===== src/rtl/ovs_pkg.sv =====
// Behaviour
// RL1: Keyed main input 0.0-100%, default 0.0, volatile.
// RL2: Duty ratio scales input, default 100%.
// RL3: Base-up offset added to output, default 0.0.
// RL4: Ramp up over soft-start up time.
// RL5: Ramp down over soft-start down time.
// RL6: Upper clamp; below lower uses lower value.
// RL7: Lower clamp; above upper uses upper value.
// RL8: Burnout judged against threshold 1-100%, default 100.
// RL9: Control method: 0 phase, 1 optimum cycle.
// RL10: Main setting: 0 automatic, 1 manual.
// RL11: Phase teach only under phase control.
// RL12: Phase resistance visible only under phase control.
// RL13: Cycle teach only under optimum cycle control.
// RL14: Cycle resistance visible only under cycle control.
// RL15: Burnout judged only at output above floor; the code also judges at an output equal to the floor.
// RL16: Run time counts in 0.1 kh steps.
// RL17: Command clears the accumulated run time.
// RL18: Target is input times duty plus base-up, clamped.
// RL19: Zero soft-start time follows target immediately.
`default_nettype none
package ovs_pkg;
	localparam logic [7:0] OFS_INPUT = 8'h00;
	localparam logic [7:0] OFS_DUTY = 8'h04;
	localparam logic [7:0] OFS_BASEUP = 8'h08;
	localparam logic [7:0] OFS_RAMP_UP = 8'h0C;
	localparam logic [7:0] OFS_RAMP_DN = 8'h10;
	localparam logic [7:0] OFS_HI_CLAMP = 8'h14;
	localparam logic [7:0] OFS_LO_CLAMP = 8'h18;
	localparam logic [7:0] OFS_BURN_THR = 8'h1C;
	localparam logic [7:0] OFS_CTRL = 8'h20;
	localparam logic [7:0] OFS_PHASE_RES = 8'h24;
	localparam logic [7:0] OFS_CYCLE_RES = 8'h28;
	localparam logic [7:0] OFS_BURN_FLOOR = 8'h2C;
	localparam logic [7:0] OFS_CMD = 8'h30;
	localparam logic [7:0] OFS_STATUS = 8'h34;
	localparam logic [7:0] OFS_RUN_TIME = 8'h38;
	localparam int CTRL_METHOD_BIT = 0;
	localparam int CTRL_MANUAL_BIT = 1;
	localparam int CTRL_RUN_EN_BIT = 2;
	localparam int CMD_TEACH_PHASE_BIT = 0;
	localparam int CMD_TEACH_CYCLE_BIT = 1;
	localparam int CMD_CLEAR_RUN_BIT = 2;
	localparam int STATUS_BURNOUT_BIT = 16;
	localparam logic [9:0] FULL_SCALE = 10'h3E8;
	localparam logic [9:0] MAX_TENTHS = 10'h3E7;
	localparam logic [6:0] THR_MIN = 7'h01;
	localparam logic [6:0] THR_MAX = 7'h64;
	localparam logic [9:0] RST_INPUT = 10'h000;
	localparam logic [9:0] RST_DUTY = 10'h3E8;
	localparam logic [9:0] RST_BASEUP = 10'h000;
	localparam logic [9:0] RST_RAMP_UP = 10'h005;
	localparam logic [9:0] RST_RAMP_DN = 10'h000;
	localparam logic [9:0] RST_HI_CLAMP = 10'h3E8;
	localparam logic [9:0] RST_LO_CLAMP = 10'h000;
	localparam logic [6:0] RST_BURN_THR = 7'h64;
	localparam logic [9:0] RST_RES = 10'h000;
	localparam logic [9:0] RST_BURN_FLOOR = 10'h000;
	localparam logic [9:0] RST_RUN_TIME = 10'h000;
	localparam int CLOCK_HZ = 40_000_000;
	localparam int TICK_US = 100;
	localparam logic [31:0] TICK_CYCLES = 32'(CLOCK_HZ / 1_000_000 * TICK_US);
	localparam longint RUN_STEP_S = 360_000;
	localparam longint RUN_STEP_TICKS = RUN_STEP_S * longint'(1_000_000 / TICK_US);
endpackage
`default_nettype wire


===== src/rtl/ovs_slew.sv =====
`default_nettype none
module ovs_slew
	import ovs_pkg::*;
(
	// Clock and reset
	input  wire logic       clk,
	input  wire logic       rst,
	// Time base of 0.1 ms
	input  wire logic       tick,
	// Target and soft-start times in 0.1 s
	input  wire logic [9:0] target,
	input  wire logic [9:0] up_time,
	input  wire logic [9:0] dn_time,
	// Slewed value in 0.1 %
	output logic [9:0]      value
);
	// One 0.1 % step every time-setting ticks gives the full span in the set time.
	logic [9:0] cnt_q;
	logic [9:0] period;

	always_comb begin
		period = (target > value) ? up_time : dn_time;
	end

	always_ff @(posedge clk) begin
		if (rst) begin
			value <= 10'h000;
			cnt_q <= 10'h000;
		end else if (target == value) begin
			cnt_q <= 10'h000;
		end else if (period == 10'h000) begin
			value <= target; // [RL19]
			cnt_q <= 10'h000;
		end else if (tick) begin
			if (cnt_q >= period - 10'h001) begin
				cnt_q <= 10'h000;
				if (target > value) begin
					value <= value + 10'h001; // [RL4]
				end else begin
					value <= value - 10'h001; // [RL5]
				end
			end else begin
				cnt_q <= cnt_q + 10'h001;
			end
		end
	end
endmodule
`default_nettype wire


===== src/rtl/ovs_tick.sv =====
`default_nettype none
module ovs_tick
	import ovs_pkg::*;
#(
	parameter logic [31:0] DIV = 32'h00000001
) (
	// Clock and reset
	input  wire logic clk,
	input  wire logic rst,
	// Count enable and output pulse
	input  wire logic en,
	output logic      tick
);
	logic [31:0] cnt_q;

	always_ff @(posedge clk) begin
		if (rst) begin
			cnt_q <= 32'h0;
			tick <= 1'b0;
		end else begin
			tick <= 1'b0;
			if (en) begin
				if (cnt_q >= DIV - 32'h1) begin
					cnt_q <= 32'h0;
					tick <= 1'b1;
				end else begin
					cnt_q <= cnt_q + 32'h1;
				end
			end
		end
	end
endmodule
`default_nettype wire


===== src/rtl/ovs_top.sv =====
`default_nettype none
module ovs_top
	import ovs_pkg::*;
#(
	parameter logic [31:0] RUN_DIV = RUN_STEP_TICKS[31:0]
) (
	// Clock and reset
	input  wire logic        CLOCK,
	input  wire logic        RESET,
	// Register port
	input  wire logic [7:0]  ADDR,
	input  wire logic [31:0] WDATA,
	input  wire logic        WRITE,
	input  wire logic        READ,
	output logic [31:0]      RDATA,
	// Automatic main setting and measurements from on-chip logic
	input  wire logic [9:0]  AUTO_MAIN_INPUT,
	input  wire logic [9:0]  MEAS_RESISTANCE,
	input  wire logic [6:0]  HEATER_CURRENT_PCT,
	// Results
	output logic [9:0]       OUTPUT_VALUE,
	output logic             BURNOUT_ALARM,
	output logic             METHOD_CYCLE,
	output logic             MANUAL_MODE,
	output logic             TEACH_PHASE_DONE,
	output logic             TEACH_CYCLE_DONE
);
	logic [9:0]  keyed_main_input_q;
	logic [9:0]  internal_duty_ratio_q;
	logic [9:0]  base_up_offset_q;
	logic [9:0]  ramp_up_time_q;
	logic [9:0]  ramp_down_time_q;
	logic [9:0]  output_high_clamp_q;
	logic [9:0]  output_low_clamp_q;
	logic [6:0]  burnout_threshold_q;
	logic        control_method_select_q;
	logic        manual_q;
	logic        run_en_q;
	logic [9:0]  phase_heater_resistance_q;
	logic [9:0]  cycle_heater_resistance_q;
	logic [9:0]  burnout_judge_floor_q;
	logic [9:0]  run_time_total_q;
	logic        wr_cmd;
	logic        teach_phase_heater;
	logic        teach_cycle_heater;
	logic        clear_run;
	logic [9:0]  main_in;
	logic [19:0] scaled;
	logic [10:0] sum;
	logic [9:0]  raw_target;
	logic [9:0]  hi_eff;
	logic [9:0]  lo_eff;
	logic [9:0]  target_d;
	logic [9:0]  slewed;
	logic        tick;
	logic        run_step;

	// Out-of-range writes saturate rather than wrap, so a bad value cannot invert the output.
	function automatic logic [9:0] sat_pct(input logic [31:0] w);
		sat_pct = (w > 32'(FULL_SCALE)) ? FULL_SCALE : w[9:0];
	endfunction

	function automatic logic [9:0] sat_tenths(input logic [31:0] w);
		sat_tenths = (w > 32'(MAX_TENTHS)) ? MAX_TENTHS : w[9:0];
	endfunction

	function automatic logic wr_at(input logic [7:0] a, input logic [7:0] ofs, input logic w);
		wr_at = w && (a == ofs);
	endfunction

	// Teach commands for the inactive control method are dropped without any effect.
	assign wr_cmd = wr_at(ADDR, OFS_CMD, WRITE);
	assign teach_phase_heater = wr_cmd && WDATA[CMD_TEACH_PHASE_BIT] && !control_method_select_q;
	assign teach_cycle_heater = wr_cmd && WDATA[CMD_TEACH_CYCLE_BIT] && control_method_select_q;
	assign clear_run = wr_cmd && WDATA[CMD_CLEAR_RUN_BIT];

	// Settings that are not kept over power loss simply return to defaults at reset.
	always_ff @(posedge CLOCK) begin
		if (RESET) begin
			keyed_main_input_q <= RST_INPUT; // [RL1]
		end else if (wr_at(ADDR, OFS_INPUT, WRITE)) begin
			keyed_main_input_q <= sat_pct(WDATA); // [RL1]
		end
	end

	always_ff @(posedge CLOCK) begin
		if (RESET) begin
			internal_duty_ratio_q <= RST_DUTY;
			base_up_offset_q <= RST_BASEUP;
			output_high_clamp_q <= RST_HI_CLAMP;
			output_low_clamp_q <= RST_LO_CLAMP;
			burnout_judge_floor_q <= RST_BURN_FLOOR;
		end else begin
			if (wr_at(ADDR, OFS_DUTY, WRITE)) begin
				internal_duty_ratio_q <= sat_pct(WDATA); // [RL2]
			end
			if (wr_at(ADDR, OFS_BASEUP, WRITE)) begin
				base_up_offset_q <= sat_pct(WDATA); // [RL3]
			end
			if (wr_at(ADDR, OFS_HI_CLAMP, WRITE)) begin
				output_high_clamp_q <= sat_pct(WDATA); // [RL6]
			end
			if (wr_at(ADDR, OFS_LO_CLAMP, WRITE)) begin
				output_low_clamp_q <= sat_pct(WDATA); // [RL7]
			end
			if (wr_at(ADDR, OFS_BURN_FLOOR, WRITE)) begin
				burnout_judge_floor_q <= sat_pct(WDATA); // [RL15]
			end
		end
	end

	// Times count in tenths of a second and saturate at the largest value the setting allows.
	always_ff @(posedge CLOCK) begin
		if (RESET) begin
			ramp_up_time_q <= RST_RAMP_UP;
			ramp_down_time_q <= RST_RAMP_DN;
		end else begin
			if (wr_at(ADDR, OFS_RAMP_UP, WRITE)) begin
				ramp_up_time_q <= sat_tenths(WDATA); // [RL4]
			end
			if (wr_at(ADDR, OFS_RAMP_DN, WRITE)) begin
				ramp_down_time_q <= sat_tenths(WDATA); // [RL5]
			end
		end
	end

	// The threshold is pinned into its legal span, since a zero would silence the alarm for good.
	always_ff @(posedge CLOCK) begin
		if (RESET) begin
			burnout_threshold_q <= RST_BURN_THR;
		end else if (wr_at(ADDR, OFS_BURN_THR, WRITE)) begin
			if (WDATA < 32'(THR_MIN)) begin
				burnout_threshold_q <= THR_MIN; // [RL8]
			end else if (WDATA > 32'(THR_MAX)) begin
				burnout_threshold_q <= THR_MAX;
			end else begin
				burnout_threshold_q <= WDATA[6:0];
			end
		end
	end

	// Method and main-setting choices are volatile: phase control and automatic after reset.
	// Run-time counting is off after reset, which stands for the disabled total.
	always_ff @(posedge CLOCK) begin
		if (RESET) begin
			control_method_select_q <= 1'b0; // [RL9]
			manual_q <= 1'b0; // [RL10]
			run_en_q <= 1'b0;
		end else if (wr_at(ADDR, OFS_CTRL, WRITE)) begin
			control_method_select_q <= WDATA[CTRL_METHOD_BIT]; // [RL9]
			manual_q <= WDATA[CTRL_MANUAL_BIT]; // [RL10]
			run_en_q <= WDATA[CTRL_RUN_EN_BIT]; // [RL16]
		end
	end

	// Each resistance is reachable only while its own control method is active.
	always_ff @(posedge CLOCK) begin
		if (RESET) begin
			phase_heater_resistance_q <= RST_RES;
			TEACH_PHASE_DONE <= 1'b0;
		end else begin
			TEACH_PHASE_DONE <= teach_phase_heater; // [RL11]
			if (teach_phase_heater) begin
				phase_heater_resistance_q <= sat_tenths(32'(MEAS_RESISTANCE)); // [RL11]
			end else if (wr_at(ADDR, OFS_PHASE_RES, WRITE) && !control_method_select_q) begin
				phase_heater_resistance_q <= sat_tenths(WDATA); // [RL12]
			end
		end
	end

	always_ff @(posedge CLOCK) begin
		if (RESET) begin
			cycle_heater_resistance_q <= RST_RES;
			TEACH_CYCLE_DONE <= 1'b0;
		end else begin
			TEACH_CYCLE_DONE <= teach_cycle_heater; // [RL13]
			if (teach_cycle_heater) begin
				cycle_heater_resistance_q <= sat_tenths(32'(MEAS_RESISTANCE)); // [RL13]
			end else if (wr_at(ADDR, OFS_CYCLE_RES, WRITE) && control_method_select_q) begin
				cycle_heater_resistance_q <= sat_tenths(WDATA); // [RL14]
			end
		end
	end

	// Target path: scale, offset, then clamp between the effective limits.
	// The duty scales only the main input, never the base-up amount, so a zero input still yields the offset.
	// Crossed limits collapse to the band between them instead of forcing a single value.
	always_comb begin
		main_in = manual_q ? keyed_main_input_q : AUTO_MAIN_INPUT; // [RL10]
		scaled = 20'(main_in) * 20'(internal_duty_ratio_q) / 20'(FULL_SCALE); // [RL2] [RL18]
		sum = 11'(scaled[9:0]) + 11'(base_up_offset_q); // [RL3]
		raw_target = (sum > 11'(FULL_SCALE)) ? FULL_SCALE : sum[9:0];
		hi_eff = (output_high_clamp_q < output_low_clamp_q) ? output_low_clamp_q : output_high_clamp_q; // [RL6]
		lo_eff = (output_low_clamp_q > output_high_clamp_q) ? output_high_clamp_q : output_low_clamp_q; // [RL7]
		if (raw_target > hi_eff) begin
			target_d = hi_eff; // [RL18]
		end else if (raw_target < lo_eff) begin
			target_d = lo_eff;
		end else begin
			target_d = raw_target;
		end
	end

	// The 100 us time base runs free, so the first ramp step after a new target may come anywhere in one tick.
	// This keeps every later step exactly up_time or dn_time ticks apart at the cost of that start jitter.
	ovs_tick #(
		.DIV(TICK_CYCLES)
	) u_tick (
		.clk (CLOCK),
		.rst (RESET),
		.en  (1'b1),
		.tick(tick)
	);

	// OUTPUT_VALUE is registered once more below, so it trails the slew register by one cycle.
	ovs_slew u_slew (
		.clk    (CLOCK),
		.rst    (RESET),
		.tick   (tick),
		.target (target_d),
		.up_time(ramp_up_time_q),
		.dn_time(ramp_down_time_q),
		.value  (slewed)
	);

	// Mode flags are copied to the outputs so that every port comes straight from a flip-flop.
	always_ff @(posedge CLOCK) begin
		if (RESET) begin
			OUTPUT_VALUE <= 10'h000;
			METHOD_CYCLE <= 1'b0;
			MANUAL_MODE <= 1'b0;
		end else begin
			OUTPUT_VALUE <= slewed; // [RL18]
			METHOD_CYCLE <= control_method_select_q;
			MANUAL_MODE <= manual_q;
		end
	end

	// Below the floor the heater current is too small to judge reliably, so no alarm.
	// Judging on the slewed value keeps the alarm aligned with OUTPUT_VALUE in the same cycle.
	always_ff @(posedge CLOCK) begin
		if (RESET) begin
			BURNOUT_ALARM <= 1'b0;
		end else begin
			BURNOUT_ALARM <= (slewed >= burnout_judge_floor_q) // [RL15]
				&& (HEATER_CURRENT_PCT < burnout_threshold_q); // [RL8]
		end
	end

	// The run-time prescaler only advances on time-base ticks while counting is enabled.
	// A clear resets the prescaler as well, so the first step after a clear is a full step away.
	ovs_tick #(
		.DIV(RUN_DIV)
	) u_run (
		.clk (CLOCK),
		.rst (RESET || clear_run),
		.en  (tick && run_en_q),
		.tick(run_step)
	);

	// A clear arriving with a step still clears; the step is dropped.
	// The total holds at its top value instead of wrapping back to zero.
	always_ff @(posedge CLOCK) begin
		if (RESET) begin
			run_time_total_q <= RST_RUN_TIME;
		end else if (clear_run) begin
			run_time_total_q <= RST_RUN_TIME; // [RL17]
		end else if (run_step && run_time_total_q < MAX_TENTHS) begin
			run_time_total_q <= run_time_total_q + 10'h001; // [RL16]
		end
	end

	// Read data stand for one cycle only and then return to zero.
	// Write-only and unmapped addresses read as zero, so software can probe the map safely.
	always_ff @(posedge CLOCK) begin
		if (RESET) begin
			RDATA <= 32'h0;
		end else begin
			RDATA <= 32'h0;
			if (READ) begin
				case (ADDR)
					OFS_INPUT:      RDATA <= 32'(keyed_main_input_q);
					OFS_DUTY:       RDATA <= 32'(internal_duty_ratio_q);
					OFS_BASEUP:     RDATA <= 32'(base_up_offset_q);
					OFS_RAMP_UP:    RDATA <= 32'(ramp_up_time_q);
					OFS_RAMP_DN:    RDATA <= 32'(ramp_down_time_q);
					OFS_HI_CLAMP:   RDATA <= 32'(output_high_clamp_q);
					OFS_LO_CLAMP:   RDATA <= 32'(output_low_clamp_q);
					OFS_BURN_THR:   RDATA <= 32'(burnout_threshold_q);
					OFS_CTRL:       RDATA <= 32'({run_en_q, manual_q, control_method_select_q});
					OFS_PHASE_RES:  RDATA <= control_method_select_q ? 32'h0 : 32'(phase_heater_resistance_q); // [RL12]
					OFS_CYCLE_RES:  RDATA <= control_method_select_q ? 32'(cycle_heater_resistance_q) : 32'h0; // [RL14]
					OFS_BURN_FLOOR: RDATA <= 32'(burnout_judge_floor_q);
					OFS_STATUS:     RDATA <= 32'({BURNOUT_ALARM, 6'h00, OUTPUT_VALUE});
					OFS_RUN_TIME:   RDATA <= 32'(run_time_total_q); // [RL16]
					default:        RDATA <= 32'h0;
				endcase
			end
		end
	end
endmodule
`default_nettype wire


===== config.mk =====
export PLATFORM = sky130hd
export DESIGN_NAME = ovs_top
export DESIGN_NICKNAME = d
export VERILOG_FILES = /design/src/rtl/ovs_pkg.sv /design/src/rtl/ovs_slew.sv /design/src/rtl/ovs_tick.sv /design/src/rtl/ovs_top.sv
export SDC_FILE = /design/constraint.sdc
export NUM_CORES = 1
export LEC_CHECK = 0
export ABC_AREA = 1
export BUFFER_PORTS_ARGS = -buffer_cell sky130_fd_sc_hd__buf_4
export CORE_MARGIN = 3
export CORE_UTILIZATION = 30
export DETAILED_ROUTE_END_ITERATION = 10
export REMOVE_ABC_BUFFERS = 1
export SYNTH_ARGS = -nofsm -noshare
export SYNTH_HDL_FRONTEND = slang
export SYNTH_SLANG_ARGS = --single-unit
export TNS_END_PERCENT = 100

===== constraint.sdc =====
create_clock -name CLOCK -period 18.4 [get_ports CLOCK]
set_input_delay 0 -clock CLOCK [delete_from_list [all_inputs] [get_ports CLOCK]]
set_output_delay 0 -clock CLOCK [all_outputs]
set_load 0.02 [all_outputs]

==> impl_metrics.yaml <==
outcome:
  status: "finished, final reports clean"
cts:
  cts_tree: "yes"
  clockBufferDepth: 3
  clk_latency_ps: 560
  path_clk_slew_ps: 70
  cts_buffers: 26
  cts.sinks: 232
  cts_root_buf: "clkbuf_16"
  h-tree-depth: 1
sta:
  rsz0062_at_grt: "true"
  relSlewSlack: 0.292
  drv_slew: 0
  setup_viol: 0
  finClkSkew_ps: 32.1
  hold_violations: 0
  fin_crit_sh: 0.951
  tns_ps: 0
  fmax_ghz: 0.0571
  fin_crit_ps: 17500
  worstMarginPinSlew_ps: 1060
global_route:
  grt_pass1_wl_mm: 90.4
  grt-ovfl-total: 0
  grt_max_degree: 64
  grt_pass1_vias: 16800
  track_usage: 0.168
  antenna_found_initial: 2
cells_and_area:
  register_area_sq_mm: 0.00465
  area_delta_synth_final_pct: 25.2
  drive_above_1_share: 0.191
  finalNetCount: 3238
  nFillCells: 6360
  stdcell_count: 3809
  multi_input_area_sq_mm: 0.0130
  finalInstanceArea_sq_mm: 0.0234
detailed_routing:
  vias: 18600
  ant_nets: 0
  wl_per_cell_um: 15.5
  viasPerCell: 4.88
  drt-initial-drc-count: 1489
  drc: 0
  drtPass1Iterations: 5
  wl_mm: 58.9
die:
  coreArea_sq_mm: 0.0609
  die_h_um: 255
  dieArea_sq_mm: 0.0652
  die_x_um: 255
  fp-row-count: 90
  initial_utilization: 0.306
  io-pin-count: 118
run:
  maxCapViolCount: 0
placed_design:
  place_congestion: 0.923
  post-dp-hpwl_mm: 45.3
  dpl_cell_area_sq_mm: 0.0205
  portBuffers: 96
  numPlacedInstances: 3657
worst_setup_path:
  worst_path_most_repeated_cell: "nand2_4"
  critical-path-max-stage-delay_ps: 570
  critical_path_required_ps: 18800
  cp-start-kind: "flop"
  crit_type: "flop to flop"
  cp_slowest_cell: "fa_1"
  end_kind: "flop"
  critPathMaxFanout: 8
  cp_data_arrival_time_ps: 17900
yosys:
  yosys_register_bits: 232
  yosysWarnings: 0
  netlist_top_cells_area: "dfxtp_1, nand2_1, ha_1"
  postSynthAreaPerCell_sq_um: 6.84
  synth_edf_count: 0
  yosysSeqAreaShare: 0.249
  yosysTopAreaCell: "dfxtp_1"
  yosys_most_used_dff: "dfxtp_1"
  synthTopCellsByCount: "nand2_1, inv_1, nor2_1"
  yosysMostFrequentCell: "nand2_1"
  netlist_instances: 2727
  synth_cell_type_count: 64
  synth_top_area_share: 0.249
  synth_area_sq_mm: 0.0186
  async_reset_ff_frac: 0
worst_hold_path:
  hp-class: "input pin to flop"
-- sequential cells by signal, indices dropped and copies added (netlist names), 7 cells and up --
register	cells
u_slew.value	10
u_tick.cnt_q	32
ramp_down_time_q	10
output_high_clamp_q	10
internal_duty_ratio_q	10
RDATA	11
burnout_threshold_q	7
ramp_up_time_q	10
phase_heater_resistance_q	10
base_up_offset_q	10
OUTPUT_VALUE	10
u_slew.cnt_q	10
run_time_total_q	10
output_low_clamp_q	10
cycle_heater_resistance_q	10
burnout_judge_floor_q	10
keyed_main_input_q	10
u_run.cnt_q	32
-- repair_timing --
action,4_1_cts,5_1_grt
setup buffers,0,64
endpoints found under the setup margin,7,20
pin swaps,0,133
hold buffers,32,0
cloned,0,7
endpoints found under the hold margin,58,0
resized for setup,1,292
-- worst paths after layout --
kind                                      start                     end  slack (ps)  cells past startpoint
worst min register to register  u_tick.cnt_q[0]         u_tick.cnt_q[0]         450                      1
worst max register to register         manual_q         u_slew.value[2]         900                    129
worst max-delay path                   manual_q         u_slew.value[2]         900                    129
worst min-delay path                   WDATA[9]  burnout_threshold_q[1]          60                      8
-- routing by layer --
metal  GRT usage  share of wire  up-vias
li1            -              -     9269
met2       0.255           0.43      619
met3      0.0196          0.070      125
met4      0.0470          0.030        0
met1       0.248           0.47     8590
met5           0              0        -
-- logic make-up after synthesis --
group                    share of synthesized area
multiplexers                               0.00107
buffers and inverters                        0.117
AO/OA/AOI/OAI                                0.168
AND/OR/NAND/NOR                              0.268
other                                     0.000201
XOR/XNOR                                    0.0310
flip-flops                                   0.249
adder cells (fa/ha/maj)                      0.165
-- per-stage QoR --
| stage | worst slack [ps] | hold WS (ps) | util |
|---|---|---|---|
| global route | -299 | 89.3 | 0.383 |
| global placement | 235 | 298 | 0.336 |
| CTS | 3.40 | 52.8 | 0.356 |
| floorplan | 632 | 69.1 | - |
| detailed placement | 23.9 | 297 | 0.336 |
| finish | 899 | 57.6 | 0.383 |
-- cell type report --
class                           count  area share
Antenna cell                        1    0.000107
Clock buffer                       32      0.0301
Clock inverter                     16     0.00713
Inverter                          489      0.0804
Multi-Input combinational cell   1977       0.556
Sequential cell                   232       0.199
Tap cell                          828      0.0444
Timing Repair Buffer              234      0.0828
-- worst max-delay path, delay by kind of cell (launching register included) --
family | cells | cell delay (ps)
AOI/OAI and AO/OA | 23 | 2910
xor gates and xnor gates | 1 | 170
adders and majority gates | 12 | 4370
buffers and inverters | 21 | 1650
DFF | 1 | 430
and+or+nand+nor | 72 | 7760
-- placed cells by master, fill, tap and decap left out, types with 45 or more instances in the layout --
cell type,Yosys,routed
inv_1,442,422
o21ai_0,179,159
fa_1,64,60
a21oi_1,179,170
inv_2,29,45
nand3_1,104,89
dfxtp_1,232,231
buf_4,21,188
xor2_1,47,46
nand2_1,498,439
ha_1,143,125
nand2_2,38,74
nor2_1,317,298
Power is left out: the tool's default activity adds up to more than one toggle a clock period on the data nets, which glitch-free logic cannot reach.
